===== src/pkg/reset_seq_pkg.sv =====
// package of constants and types for the reset and time-out sequencer
// assumes sys_clk at 20 MHz and an on-chip rc clock of RC_CLOCK_HZ
//
// Function
// - power-on and brown-out are power-up resets; master-clear, watchdog are not
// - retained registers go unknown on power-up resets, kept on all others
// - watchdog time-out during sleep is a wake-up, never a reset
// - master-clear path filters out short pulses on the pin
// - watchdog reset never drives the master-clear pin low
// - supply-rise pulse produces power-on reset and starts the time-out sequence
// - power-up delay is nominal 72 ms, only after power-up resets
// - delay starts at power-on pulse, or at brown-out recovery
// - power-up delay runs on rc clock; reset held while it runs
// - delay enable bit governs power-on only; brown-out always uses delay
// - after delay, count 1024 oscillator pin cycles, reset held meanwhile
// - oscillator count only in crystal modes, after power-up reset or wake
// - two-bit field selects one of four brown-out trip levels
// - brown-out enable bit set enables brown-out reset, cleared disables
// - brown-out reset only when supply stays low past minimum duration
// - brown-out holds reset until supply recovers, then 72 ms delay
// - brown-out during delay restarts the delay from zero after recovery
// - delay first, then oscillator count; rc mode without delay has none
// - time-outs run regardless of master-clear; late release starts at once
// - delay enable bit is active low: 0 enables, 1 disables
// - trip select 11=2.5V, 10=2.7V, 01=4.2V, 00=4.5V to detector
// - power-on status flag cleared by power-on reset only
package reset_seq_pkg;

    localparam int unsigned CLK_PERIOD_NS  = 50;
    localparam int unsigned RC_CLOCK_HZ    = 100000;
    localparam int unsigned DELAY_MS       = 72;
    localparam int unsigned DELAY_COUNT    =
        DELAY_MS * RC_CLOCK_HZ / 1000;
    localparam int unsigned OSC_START_COUNT = 1024;
    // minimum pulse widths; least times round up
    localparam int unsigned CLEAR_FILTER_NS = 200;
    localparam int unsigned CLEAR_FILTER_CYC =
        (CLEAR_FILTER_NS + CLK_PERIOD_NS - 1) / CLK_PERIOD_NS;
    localparam int unsigned BROWNOUT_MIN_NS = 100000;
    localparam int unsigned BROWNOUT_MIN_CYC =
        (BROWNOUT_MIN_NS + CLK_PERIOD_NS - 1) / CLK_PERIOD_NS;

    localparam logic [1:0] OSC_LOW_POWER  = 2'h0;
    localparam logic [1:0] OSC_STANDARD   = 2'h1;
    localparam logic [1:0] OSC_HIGH_SPEED = 2'h2;
    localparam logic [1:0] OSC_RC         = 2'h3;

    // trip levels in 10 mV steps
    localparam logic [8:0] TRIP_2V5 = 9'h0FA;
    localparam logic [8:0] TRIP_2V7 = 9'h10E;
    localparam logic [8:0] TRIP_4V2 = 9'h1A4;
    localparam logic [8:0] TRIP_4V5 = 9'h1C2;

    localparam logic DELAY_ON = 1'b0;

    typedef enum logic [4:0] {
        S_START    = 5'h01,
        S_BROWNOUT = 5'h02,
        S_DELAY     = 5'h04,
        S_OSC_START = 5'h08,
        S_DONE     = 5'h10
    } seq_state_t;

endpackage : reset_seq_pkg


===== src/pkg/filter_if.sv =====
// carrier between the sequencer and a dwell filter
// assumes both ends sit on sys_clk
`timescale 1ns/1ps
interface filter_if;
    logic raw;
    logic active;
    modport filt (input raw, output active);
    modport user (output raw, input active);
endinterface : filter_if


===== src/hdl/dwell_filter.sv =====
// dwell filter: active rises only after raw held high LEN cycles
// assumes raw is already synchronised to sys_clk
`timescale 1ns/1ps
module dwell_filter
    import reset_seq_pkg::*;
#(
    parameter int unsigned LEN = 4
) (
    input wire logic sys_clk,
    input wire logic rst_n,
    filter_if.filt   port
);
    logic [15:0] cnt_q;
    logic        act_q;

    // release is immediate; only the assert side is filtered
    always_ff @(posedge sys_clk or negedge rst_n) begin
        if (!rst_n) begin
            cnt_q <= 16'h0000;
            act_q <= 1'b0;
        end else if (!port.raw) begin
            cnt_q <= 16'h0000;
            act_q <= 1'b0;
        end else if (cnt_q >= 16'(LEN - 1)) begin
            act_q <= 1'b1;
        end else begin
            cnt_q <= cnt_q + 16'h0001;
        end
    end

    assign port.active = act_q;
endmodule : dwell_filter


===== src/hdl/reset_timeout_sequencer.sv =====
// reset generation and power-up time-out sequencing
// assumes analog detectors, rc clock and oscillator pin arrive asynchronous
`timescale 1ns/1ps
module reset_timeout_sequencer
    import reset_seq_pkg::*;
#(
    parameter int unsigned DELAY_CYCLES = DELAY_COUNT
) (
    input  wire logic       sys_clk,
    input  wire logic       rst_n,
    input  wire logic       por_pulse,
    input  wire logic       brownout_detect,
    input  wire logic       master_clear_pin,
    input  wire logic       watchdog_timeout,
    input  wire logic       sleep_active,
    input  wire logic       internal_rc_clock,
    input  wire logic       oscillator_input_pin,
    input  wire logic [1:0] osc_mode,
    input  wire logic       brownout_enable_bit,
    input  wire logic [1:0] brownout_trip_select,
    input  wire logic       power_up_delay_enable_bit,
    input  wire logic       retained_written,
    input  wire logic       por_flag_set,
    output logic            core_reset,
    output logic            core_stall,
    output logic            wake_up,
    output logic            power_up_class,
    output logic            retained_valid,
    output logic            por_flag_n,
    output logic [8:0]      trip_level_10mv,
    output logic            brownout_reset_active,
    output logic            master_clear_pin_o,
    output logic            master_clear_pin_oe
);
    function automatic logic is_crystal(input logic [1:0] mode);
        return mode != OSC_RC;
    endfunction : is_crystal

    function automatic logic [8:0] trip_level(input logic [1:0] sel);
        case (sel)
            2'h3:    return TRIP_2V5;
            2'h2:    return TRIP_2V7;
            2'h1:    return TRIP_4V2;
            default: return TRIP_4V5;
        endcase
    endfunction : trip_level

    // synchronisers: bit 0 por, 1 brown-out, 2 clear, 3 rc clk, 4 osc pin
    logic [4:0] sync1_q;
    logic [4:0] sync2_q;
    logic [4:0] sync3_q;

    always_ff @(posedge sys_clk or negedge rst_n) begin
        if (!rst_n) begin
            // clear pin idles high; avoids a false request after reset
            sync1_q <= 5'h04;
            sync2_q <= 5'h04;
            sync3_q <= 5'h04;
        end else begin
            sync1_q <= {oscillator_input_pin, internal_rc_clock,
                        master_clear_pin, brownout_detect, por_pulse};
            sync2_q <= sync1_q;
            sync3_q <= sync2_q;
        end
    end

    logic por_rise;
    logic rc_edge;
    logic osc_edge;
    assign por_rise = sync2_q[0] & ~sync3_q[0];
    assign rc_edge  = sync2_q[3] & ~sync3_q[3];
    assign osc_edge = sync2_q[4] & ~sync3_q[4];

    filter_if clear_f ();
    filter_if brownout_f ();
    assign clear_f.raw    = ~sync2_q[2];
    assign brownout_f.raw = sync2_q[1];

    dwell_filter #(.LEN(CLEAR_FILTER_CYC)) u_clear_filter (
        .sys_clk (sys_clk),
        .rst_n   (rst_n),
        .port    (clear_f)
    );

    dwell_filter #(.LEN(BROWNOUT_MIN_CYC)) u_brownout_filter (
        .sys_clk (sys_clk),
        .rst_n   (rst_n),
        .port    (brownout_f)
    );

    logic clear_ok;
    logic brownout_active;
    assign clear_ok        = ~clear_f.active;
    assign brownout_active = brownout_f.active & brownout_enable_bit;

    seq_state_t  state_q;
    seq_state_t  state_d;
    logic [15:0] delay_cnt_q;
    logic [10:0] osc_cnt_q;
    logic        wake_q;
    logic        delay_done;
    logic        osc_done;
    logic        wake_evt;
    logic        watchdog_rst;

    assign delay_done = rc_edge && (delay_cnt_q == 16'(DELAY_CYCLES - 1));
    assign osc_done   = osc_edge && (osc_cnt_q == 11'(OSC_START_COUNT - 1));
    assign wake_evt   = watchdog_timeout && sleep_active && state_q == S_DONE;
    assign watchdog_rst = watchdog_timeout && !sleep_active
                          && state_q == S_DONE;

    always_comb begin
        state_d = state_q;
        if (por_rise) begin
            state_d = S_START;
        end else if (brownout_active) begin
            state_d = S_BROWNOUT;
        end else begin
            case (state_q)
                S_START: begin
                    if (power_up_delay_enable_bit == DELAY_ON) begin
                        state_d = S_DELAY;
                    end else if (is_crystal(osc_mode)) begin
                        state_d = S_OSC_START;
                    end else begin
                        state_d = S_DONE;
                    end
                end
                S_BROWNOUT: state_d = S_DELAY;
                S_DELAY: begin
                    if (delay_done) begin
                        state_d = is_crystal(osc_mode) ? S_OSC_START
                                                       : S_DONE;
                    end
                end
                S_OSC_START: begin
                    if (osc_done) begin
                        state_d = S_DONE;
                    end
                end
                S_DONE: begin
                    // watchdog and clear resets never restart the timers
                    if (wake_evt && is_crystal(osc_mode)) begin
                        state_d = S_OSC_START;
                    end
                end
                default: state_d = S_START;
            endcase
        end
    end

    always_ff @(posedge sys_clk or negedge rst_n) begin
        if (!rst_n) begin
            state_q <= S_START;
        end else begin
            state_q <= state_d;
        end
    end

    // counters step on synchronised rc and osc edges, blind to master-clear
    always_ff @(posedge sys_clk or negedge rst_n) begin
        if (!rst_n) begin
            delay_cnt_q <= 16'h0000;
        end else if (state_q != S_DELAY) begin
            delay_cnt_q <= 16'h0000;
        end else if (rc_edge) begin
            delay_cnt_q <= delay_cnt_q + 16'h0001;
        end
    end

    always_ff @(posedge sys_clk or negedge rst_n) begin
        if (!rst_n) begin
            osc_cnt_q <= 11'h000;
        end else if (state_q != S_OSC_START) begin
            osc_cnt_q <= 11'h000;
        end else if (osc_edge) begin
            osc_cnt_q <= osc_cnt_q + 11'h001;
        end
    end

    always_ff @(posedge sys_clk or negedge rst_n) begin
        if (!rst_n) begin
            wake_q <= 1'b0;
        end else if (state_d != S_OSC_START) begin
            wake_q <= 1'b0;
        end else if (wake_evt) begin
            wake_q <= 1'b1;
        end
    end

    // core outputs
    always_ff @(posedge sys_clk or negedge rst_n) begin
        if (!rst_n) begin
            core_reset <= 1'b1;
            core_stall <= 1'b0;
            wake_up    <= 1'b0;
        end else begin
            core_reset <= (state_q != S_DONE && !wake_q)
                          || !clear_ok
                          || watchdog_rst;
            core_stall <= wake_q;
            wake_up    <= wake_evt;
        end
    end

    always_ff @(posedge sys_clk or negedge rst_n) begin
        if (!rst_n) begin
            power_up_class <= 1'b1;
        end else if (por_rise || brownout_active) begin
            power_up_class <= 1'b1;
        end else if (watchdog_rst || !clear_ok) begin
            power_up_class <= 1'b0;
        end
    end

    // reset event beats the software write in the same cycle
    always_ff @(posedge sys_clk or negedge rst_n) begin
        if (!rst_n) begin
            retained_valid <= 1'b0;
        end else if (por_rise || brownout_active) begin
            retained_valid <= 1'b0;
        end else if (retained_written) begin
            retained_valid <= 1'b1;
        end
    end

    always_ff @(posedge sys_clk or negedge rst_n) begin
        if (!rst_n) begin
            por_flag_n <= 1'b0;
        end else if (por_rise) begin
            por_flag_n <= 1'b0;
        end else if (por_flag_set) begin
            por_flag_n <= 1'b1;
        end
    end

    always_ff @(posedge sys_clk or negedge rst_n) begin
        if (!rst_n) begin
            trip_level_10mv       <= TRIP_4V5;
            brownout_reset_active <= 1'b0;
        end else begin
            trip_level_10mv       <= trip_level(brownout_trip_select);
            brownout_reset_active <= brownout_active;
        end
    end

    // the pin is never driven; watchdog reset stays internal
    assign master_clear_pin_o  = 1'b0;
    assign master_clear_pin_oe = 1'b0;

    a_brownout_holds: assert property (@(posedge sys_clk) disable iff (!rst_n)
        brownout_active |-> ##2 core_reset)
        else $error("brown-out did not hold reset");

    a_brownout_delay: assert property (@(posedge sys_clk) disable iff (!rst_n)
        state_q == S_BROWNOUT && !brownout_active && !por_rise
        |=> state_q == S_DELAY)
        else $error("brown-out recovery skipped delay");

    a_delay_not_early: assert property (@(posedge sys_clk) disable iff (!rst_n)
        state_q == S_DELAY && !delay_done && !por_rise && !brownout_active
        |=> state_q == S_DELAY)
        else $error("power-up delay left early");

    a_delay_restart: assert property (@(posedge sys_clk) disable iff (!rst_n)
        $rose(state_q == S_DELAY) |-> delay_cnt_q == 16'h0000)
        else $error("power-up delay not reinitialised");

    a_osc_not_early: assert property (@(posedge sys_clk) disable iff (!rst_n)
        state_q == S_OSC_START && !osc_done && !por_rise && !brownout_active
        |=> state_q == S_OSC_START)
        else $error("oscillator count left early");

    a_rc_no_timeout: assert property (@(posedge sys_clk) disable iff (!rst_n)
        state_q == S_START && power_up_delay_enable_bit != DELAY_ON
        && osc_mode == OSC_RC && !por_rise && !brownout_active
        |=> state_q == S_DONE)
        else $error("rc mode without delay still timed out");

    a_wake_no_reset: assert property (@(posedge sys_clk) disable iff (!rst_n)
        wake_evt && clear_ok && !por_rise && !brownout_active
        |=> !core_reset ##1 !core_reset)
        else $error("watchdog wake-up caused a reset");

    a_watchdog_pin: assert property (@(posedge sys_clk) disable iff (!rst_n)
        watchdog_rst |=> core_reset && !master_clear_pin_oe)
        else $error("watchdog reset drove the pin or missed reset");

    a_clear_holds: assert property (@(posedge sys_clk) disable iff (!rst_n)
        !clear_ok |=> core_reset)
        else $error("master-clear low did not hold reset");

    a_clear_release: assert property (@(posedge sys_clk) disable iff (!rst_n)
        state_q == S_DONE && !wake_q && clear_ok && !watchdog_rst
        |=> !core_reset)
        else $error("late master-clear release delayed start");

    a_por_flag: assert property (@(posedge sys_clk) disable iff (!rst_n)
        por_rise |=> !por_flag_n && power_up_class)
        else $error("power-on flag not cleared");

    c_brownout_delay: cover property (@(posedge sys_clk) disable iff (!rst_n)
        state_q == S_DELAY ##1 state_q == S_BROWNOUT);
    c_wake_osc: cover property (@(posedge sys_clk) disable iff (!rst_n)
        wake_evt ##1 state_q == S_OSC_START);
    c_full_powerup: cover property (@(posedge sys_clk) disable iff (!rst_n)
        state_q == S_OSC_START ##1 state_q == S_DONE);
endmodule : reset_timeout_sequencer


===== config.mk =====
export PLATFORM = sky130hd
export DESIGN_NAME = reset_timeout_sequencer
export DESIGN_NICKNAME = d
export VERILOG_FILES = /design/src/pkg/reset_seq_pkg.sv /design/src/pkg/filter_if.sv /design/src/hdl/dwell_filter.sv /design/src/hdl/reset_timeout_sequencer.sv
export SDC_FILE = /design/constraint.sdc
export NUM_CORES = 1
export LEC_CHECK = 0
export BUFFER_PORTS_ARGS = -buffer_cell sky130_fd_sc_hd__buf_2
export CELL_PAD_IN_SITES_DETAIL_PLACEMENT = 1
export CELL_PAD_IN_SITES_GLOBAL_PLACEMENT = 2
export CORE_MARGIN = 1
export CORE_UTILIZATION = 40
export DETAILED_ROUTE_END_ITERATION = 12
export PLACE_DENSITY = 0.78
export SYNTH_ARGS = -nofsm -noshare
export SYNTH_HDL_FRONTEND = slang
export SYNTH_SLANG_ARGS = --single-unit

===== constraint.sdc =====
create_clock -name sys_clk -period 2.4 [get_ports sys_clk]
set_input_delay 0.36 -clock sys_clk [delete_from_list [all_inputs] [get_ports sys_clk]]
set_output_delay 0.36 -clock sys_clk [all_outputs]
set_load 0.02 [all_outputs]

==> results.json, run 1 <==
{
  "critPathCaptureType": "flop",
  "setup.worst_path.start_class": "flop",
  "power_leakage_nw": 2.106,
  "wire_length_of_the_first_global_routing_pass_um": 13600,
  "netlist_area_um2": 4073,
  "timing.hold.worst.class": "primary input to asynchronous set/reset pin",
  "tritoncts.num_buffers": 9,
  "final_layout_net_count": 425,
  "vias": 2678,
  "drv_cap": 0,
  "dieArea_um2": 10590,
  "regArea_um2": 2389,
  "cts_setup_buffers": 0,
  "cts-resized-gates": 0,
  "period_needed_ns": 1.980,
  "synth_enable_flop_cells": 0,
  "flip_flop_and_latch_count_after_synthesis": 95,
  "async_flop_share_pct": 100.0,
  "seq_area_frac_synth_pct": 58.65,
  "die_h_um": 102.9,
  "buffer_ports.inserted": 31,
  "top_level_ports": 35,
  "routed_wl_um": 7756,
  "synth_flop_cell": "sky130_fd_sc_hd__dfrtp_1",
  "cts_tree": "yes",
  "status": "completed",
  "synthDominantCellAreaShare_pct": 52.84,
  "worstRegToRegCells": 6,
  "timing.critical_path.fanout_max": 5,
  "drc_violations_left": 0,
  "setup_repair_after_global_routing_missed_its_margin": "no",
  "synth_top_cell_by_area": "sky130_fd_sc_hd__dfrtp_1",
  "grt_overflow_total": 0,
  "timing.setup.critical_path_class": "flop to flop",
  "synth.top_cells.by_area": "sky130_fd_sc_hd__dfrtp_1 53%, sky130_fd_sc_hd__dfstp_2 5.8%, sky130_fd_sc_hd__xor2_1 4.9%, sky130_fd_sc_hd__nor2_1 4.0%, sky130_fd_sc_hd__ha_1 3.4%",
  "avgRoutedWirePerCell_um": 14.50,
  "clockRootBuffer": "sky130_fd_sc_hd__clkbuf_8",
  "yosysMostFrequentCell": "sky130_fd_sc_hd__dfrtp_1",
  "layout-area-overhead-vs-synth_pct": 13.27,
  "post_route_cells_drive_above_1_share_pct": 17.66,
  "finalHoldViolations": 0,
  "multi_input_logic_area_um2": 1617,
  "reg2reg_from": "osc_cnt_q[0]",
  "groute.usage.overall_pct": 16.86,
  "fill_cells": 1114,
  "first_pass_iters": 4,
  "drt-initial-drc-count": 41,
  "design.core.area_um2": 9819,
  "h-tree-depth": 3,
  "setup-tns-final_ns": 0,
  "core.rowCount": 36,
  "clockBufferDepth": 2,
  "grt_start_max_net_pins": 96,
  "grt_pass1_vias": 2719,
  "max_slew.worst_pin.slew_ns": 0.5418,
  "crit_arrival_ns": 2.27,
  "number_of_nets_with_antenna_violations_after_detailed_routing": 0,
  "clk_latency_ns": 0.37,
  "grt_antenna_before_repair": 0,
  "worst_clock_skew_ns": 0.01211,
  "worst_r2r_endpoint": "wake_q",
  "synthesized_area_divided_by_synthesized_cell_count_um2": 11.38,
  "post_route_clock_period_utilization_pct": 82.52,
  "post_synth_inst_count": 358,
  "power.total_w": 0.003288,
  "ys_types": 52,
  "antenna-diode-count": 0,
  "power.density_nw_per_um2": 712.8,
  "start_util_pct": 41.48,
  "viasPerCell": 5.006,
  "final_max_slew_viol_count": 0,
  "max_freq_mhz": 505.0,
  "detailed_place_hpwl_um": 5270,
  "synthTopCellsByCount": "86 x sky130_fd_sc_hd__dfrtp_1, 43 x sky130_fd_sc_hd__nor2_1, 25 x sky130_fd_sc_hd__nand2_1, 23 x sky130_fd_sc_hd__xor2_1, 20 x sky130_fd_sc_hd__nor2b_1",
  "tritoncts_num_sinks": 95,
  "ctsHoldBuffers": 0,
  "die_x_um": 102.9,
  "critPathRequiredTime_ns": 2.69,
  "ir_worst_vdd_mv": 0.3007,
  "setup_slack_of_the_worst_register_to_register_path_ns": 0.42,
  "setup-violations-final": 0,
  "yosys_warnings": 0,
  "cts.clk_slew.worst_paths_ns": 0.10,
  "finalWeightedCongestion": 0.7564,
  "timing.slew.headroom_pct": 63.58
}
-- layout make-up --
cell class	count	share of cell area (%)
well taps	133	3.607
flip-flops and latches	95	51.78
inverters	9	0.7323
clock buffers	10	2.983
multi-input cells	248	35.04
repair buffers	34	4.177
clock inverters	6	1.682
-- cells by family after synthesis --
| logic type | Yosys count | share of synthesized area (%) |
|---|---|---|
| AO/OA/AOI/OAI | 24 | 4.424 |
| XOR/XNOR | 34 | 7.312 |
| adder cells (fa/ha/maj) | 11 | 3.379 |
| buffers and inverters | 17 | 1.843 |
| flip-flops | 95 | 58.65 |
| multiplexers | 3 | 0.7374 |
| other | 1 | 0.09208 |
| AND/OR/NAND/NOR | 173 | 23.56 |
-- critical path: stages, from the launching register on --
cell and delay, ns:
sky130_fd_sc_hd__dfrtp_1 0.41, sky130_fd_sc_hd__ha_1 0.22, sky130_fd_sc_hd__and4b_1 0.25, sky130_fd_sc_hd__and4_1 0.21, sky130_fd_sc_hd__a211oi_1 0.38, sky130_fd_sc_hd__o2111ai_1 0.21, sky130_fd_sc_hd__a211oi_2 0.23
-- worst max-delay path by stage --
stage	endpoint	slack [ns]	start
6_report	wake_q	0.42	osc_cnt_q[0]
5_1_grt	wake_q	0.32	osc_cnt_q[0]
4_1_cts	wake_q	0.41	osc_cnt_q[0]
3_5_place_dp	wake_q	0.43	osc_cnt_q[0]
3_3_place_gp	wake_q	0.56	osc_cnt_q[0]
2_1_floorplan	u_brownout_filter.cnt_q[8]	0.64	u_brownout_filter.cnt_q[0]
-- flip-flops by register name (all words and copies together) (netlist names), 3 cells and up --
signal	cells
sync1_q	5
u_clear_filter.cnt_q	16
trip_level_10mv	8
sync2_q	5
state_q	5
osc_cnt_q	11
sync3_q	3
delay_cnt_q	16
u_brownout_filter.cnt_q	16
-- report_power, final --
part           internal (W)  switching, W  leakage [nW]  total, W
logic              0.000142      0.000244         0.747  0.000386
clock network      0.000529      0.000607         0.107   0.00114
registers           0.00168     0.0000852          1.25   0.00177
total               0.00235      0.000936          2.11   0.00329
-- cells in the final DEF, fill, tap and decap left out, types with 7 or more instances in the layout --
cell type,instances
sky130_fd_sc_hd__and2_1,16
sky130_fd_sc_hd__buf_2,30
sky130_fd_sc_hd__clkbuf_8,10
sky130_fd_sc_hd__dfrtp_1,86
sky130_fd_sc_hd__dfstp_2,9
sky130_fd_sc_hd__ha_1,11
sky130_fd_sc_hd__inv_1,9
sky130_fd_sc_hd__nand2_1,25
sky130_fd_sc_hd__nand3_1,13
sky130_fd_sc_hd__nand4_1,10
sky130_fd_sc_hd__nor2_1,43
sky130_fd_sc_hd__nor2b_1,20
sky130_fd_sc_hd__nor3_1,7
sky130_fd_sc_hd__xnor2_1,11
sky130_fd_sc_hd__xor2_1,23
-- per-layer routing --
| layer | routed length (um) | track usage [%] |
|---|---|---|
| met5 | 0 | 0 |
| met4 | 83 | 4.659 |
| met3 | 218 | 4.475 |
| met2 | 3837 | 26.92 |
| met1 | 3616 | 22.77 |
-- through the flow --
stage / std cells / hold WS [ns] / instance area (um2) / setup slack [ns] / util [%]
detailed placement: 519 / 0.3395 / 4398 / 0.4339 / 44.79
global placement: 519 / 0.3339 / 4398 / 0.5621 / 44.79
floorplan: 360 / 0.06441 / 4080 / 0.6448 / -
finish: 535 / 0.01281 / 4613 / 0.4196 / 46.98
CTS: 535 / 0.05053 / 4613 / 0.4125 / 46.98
global route: 535 / 0.04498 / 4613 / 0.3233 / 46.98
No activity file was read; power rests on OpenSTA's default activity.
==> run 2: changes to the inputs <==
==> constraint.sdc (replaced) <==
create_clock -name sys_clk -period 1.9 [get_ports sys_clk]
set_input_delay 0.285 -clock sys_clk [delete_from_list [all_inputs] [get_ports sys_clk]]
set_output_delay 0.285 -clock sys_clk [all_outputs]
set_load 0.02 [all_outputs]
==> run 2 against run 1 <==
Compared with the run above:
- critical path depth unchanged
- clock-buffer cell count rose by 1
- setup slack lost 0.37 ns
- design area is 3.4% higher
- via count is 4.3% higher
- largest cell class unchanged
- largest power group unchanged
- highest routed layer unchanged
==> results.json, run 2 (synthesis results as in run 1) <==
{
  "fin_worst_hold_slack_ns": 0.02379,
  "drv_cap": 0,
  "timing.critical_path.buf_inv": 0,
  "drc_violations_left": 0,
  "timing.hold.worst.class": "primary input to flop",
  "mostFrequentLayoutCells": "86 x sky130_fd_sc_hd__dfrtp_1, 43 x sky130_fd_sc_hd__nor2_1, 30 x sky130_fd_sc_hd__buf_2",
  "viasPerCell": 5.060,
  "clk_latency_ns": 0.37,
  "setup-violations-final": 0,
  "avgRoutedWirePerCell_um": 14.95,
  "setup-tns-final_ns": 0,
  "routed_wl_um": 8250,
  "dieArea_um2": 10590,
  "first_pass_iters": 4,
  "setup.worst_path.start_class": "flop",
  "period_needed_ns": 1.848,
  "core.rowCount": 36,
  "worst_hold_startpoint": "brownout_detect",
  "layout-area-overhead-vs-synth_pct": 17.17,
  "crit_arrival_ns": 2.14,
  "timing.setup.critical_path_class": "flop to flop",
  "die_h_um": 102.9,
  "post_route_clock_period_utilization_pct": 97.28,
  "detailed_place_hpwl_um": 5791,
  "final_max_slew_viol_count": 0,
  "ir_worst_vdd_mv": 0.4908,
  "vias": 2793,
  "h-tree-depth": 3,
  "fill_cells": 1093,
  "multi_input_logic_area_um2": 1653,
  "buffer_ports.inserted": 31,
  "final_layout_net_count": 442,
  "finalHoldViolations": 0,
  "number_of_nets_with_antenna_violations_after_detailed_routing": 0,
  "grt_overflow_total": 0,
  "tritoncts_num_sinks": 95,
  "regArea_um2": 2389,
  "worst_clock_skew_ns": 0.01137,
  "critical_path.max_stage_delay_ns": 0.42,
  "finalWeightedCongestion": 0.7386,
  "antenna-diode-count": 0,
  "worst_setup_path_startpoint": "osc_cnt_q[0]",
  "worst_path_max_delay_cell": "sky130_fd_sc_hd__dfrtp_1",
  "tritoncts.num_buffers": 9,
  "grt_start_max_net_pins": 33,
  "grt_antenna_before_repair": 0,
  "wire_length_of_the_first_global_routing_pass_um": 14350,
  "biggestRegsByFlops": "delay_cnt_q (16), u_brownout_filter.cnt_q (16), u_clear_filter.cnt_q (16)",
  "grt_pass1_vias": 2989,
  "sequence_of_cells_on_the_critical_path": "ha_1 > and4b_1 > and4_1 > a211oi_2 > o2111ai_1 > a211oi_2",
  "max_freq_mhz": 541.0,
  "clockRootBuffer": "sky130_fd_sc_hd__clkbuf_8",
  "final_common_cell": "sky130_fd_sc_hd__dfrtp_1",
  "post_route_cells_drive_above_1_share_pct": 21.72,
  "power_leakage_nw": 2.193,
  "setup_repair_after_global_routing_missed_its_margin": "no",
  "clockBufferDepth": 2,
  "die_x_um": 102.9,
  "cts_tree": "yes",
  "drt-initial-drc-count": 46,
  "status": "completed",
  "groute.usage.overall_pct": 17.85,
  "critPathRequiredTime_ns": 2.19,
  "timing.critical_path.max_delay_family": "compound AO/OA/AOI/OAI gates",
  "crit_path_frequent_cell": "sky130_fd_sc_hd__a211oi_2",
  "cts.clk_slew.worst_paths_ns": 0.11,
  "timing.critical_path.fanout_max": 3,
  "power.density_nw_per_um2": 871.1,
  "reg2reg_from": "osc_cnt_q[0]",
  "design.core.area_um2": 9819,
  "top_level_ports": 35,
  "start_util_pct": 41.48,
  "critPathCaptureType": "flop"
}
run 2: area by class of cell:
class	instances	share of cell area, %
clock buffer	11	3.173
clock inverter	5	1.023
inverter	9	0.7079
multi-input combinational	248	34.64
sequential	95	50.05
tap	133	3.487
timing repair buffer	51	6.922
run 2: path summary, 6_finish.rpt:
| kind | slack [ns] | cells past startpoint | endpoint |
|---|---|---|---|
| worst max-delay path | 0.05 | 6 | wake_q |
| worst min-delay path | 0.02 | 1 | sync1_q[1] |
| worst max register to register | 0.05 | 6 | wake_q |
| worst min register to register | 0.35 | 0 | sync2_q[1] |
| max in group asynchronous | 0.82 | 3 | trip_level_10mv[6] |
| min in group asynchronous | 0.39 | 2 | osc_cnt_q[8] |
run 2: stage by stage:
| stage | total power [W] | setup WS (ns) | area [um2] | cells | utilization (%) |
|---|---|---|---|---|---|
| after CTS | 0.004172 | 0.02131 | 4728 | 550 | 48.15 |
| final | 0.004157 | 0.05168 | 4772 | 552 | 48.60 |
| after global placement | 0.002776 | 0.08912 | 4488 | 531 | 45.71 |
| after detailed placement | 0.002803 | 0.02745 | 4488 | 531 | 45.71 |
| after floorplan | 0.002571 | 0.1448 | 4080 | 360 | - |
| after global routing | 0.004360 | 0.001672 | 4772 | 552 | 48.60 |
run 2: power breakdown:
part           total [W]  switching [W]  internal (W)  leakage [nW]
Combinational   0.000581       0.000346      0.000235         0.836
Clock            0.00135       0.000771      0.000576         0.104
Sequential       0.00223       0.000105       0.00212          1.25
run 2: metal layers:
metal	up-vias	routed length, um	track usage, %
met2	38	4167	30.05
met1	1422	3725	22.01
li1	1321	-	-
met3	12	225	3.932
met5	-	0	0
met4	0	131	8.126
run 2: timing repair:
| item | 4_1_cts | 5_1_grt |
|---|---|---|
| gates resized for setup | 2 | 5 |
| endpoints found under the hold margin | 26 | 1 |
| hold buffers | 3 | 1 |
| setup endpoints to repair | 1 | 12 |
| pin swaps | 0 | 3 |
| setup buffers | 0 | 1 |
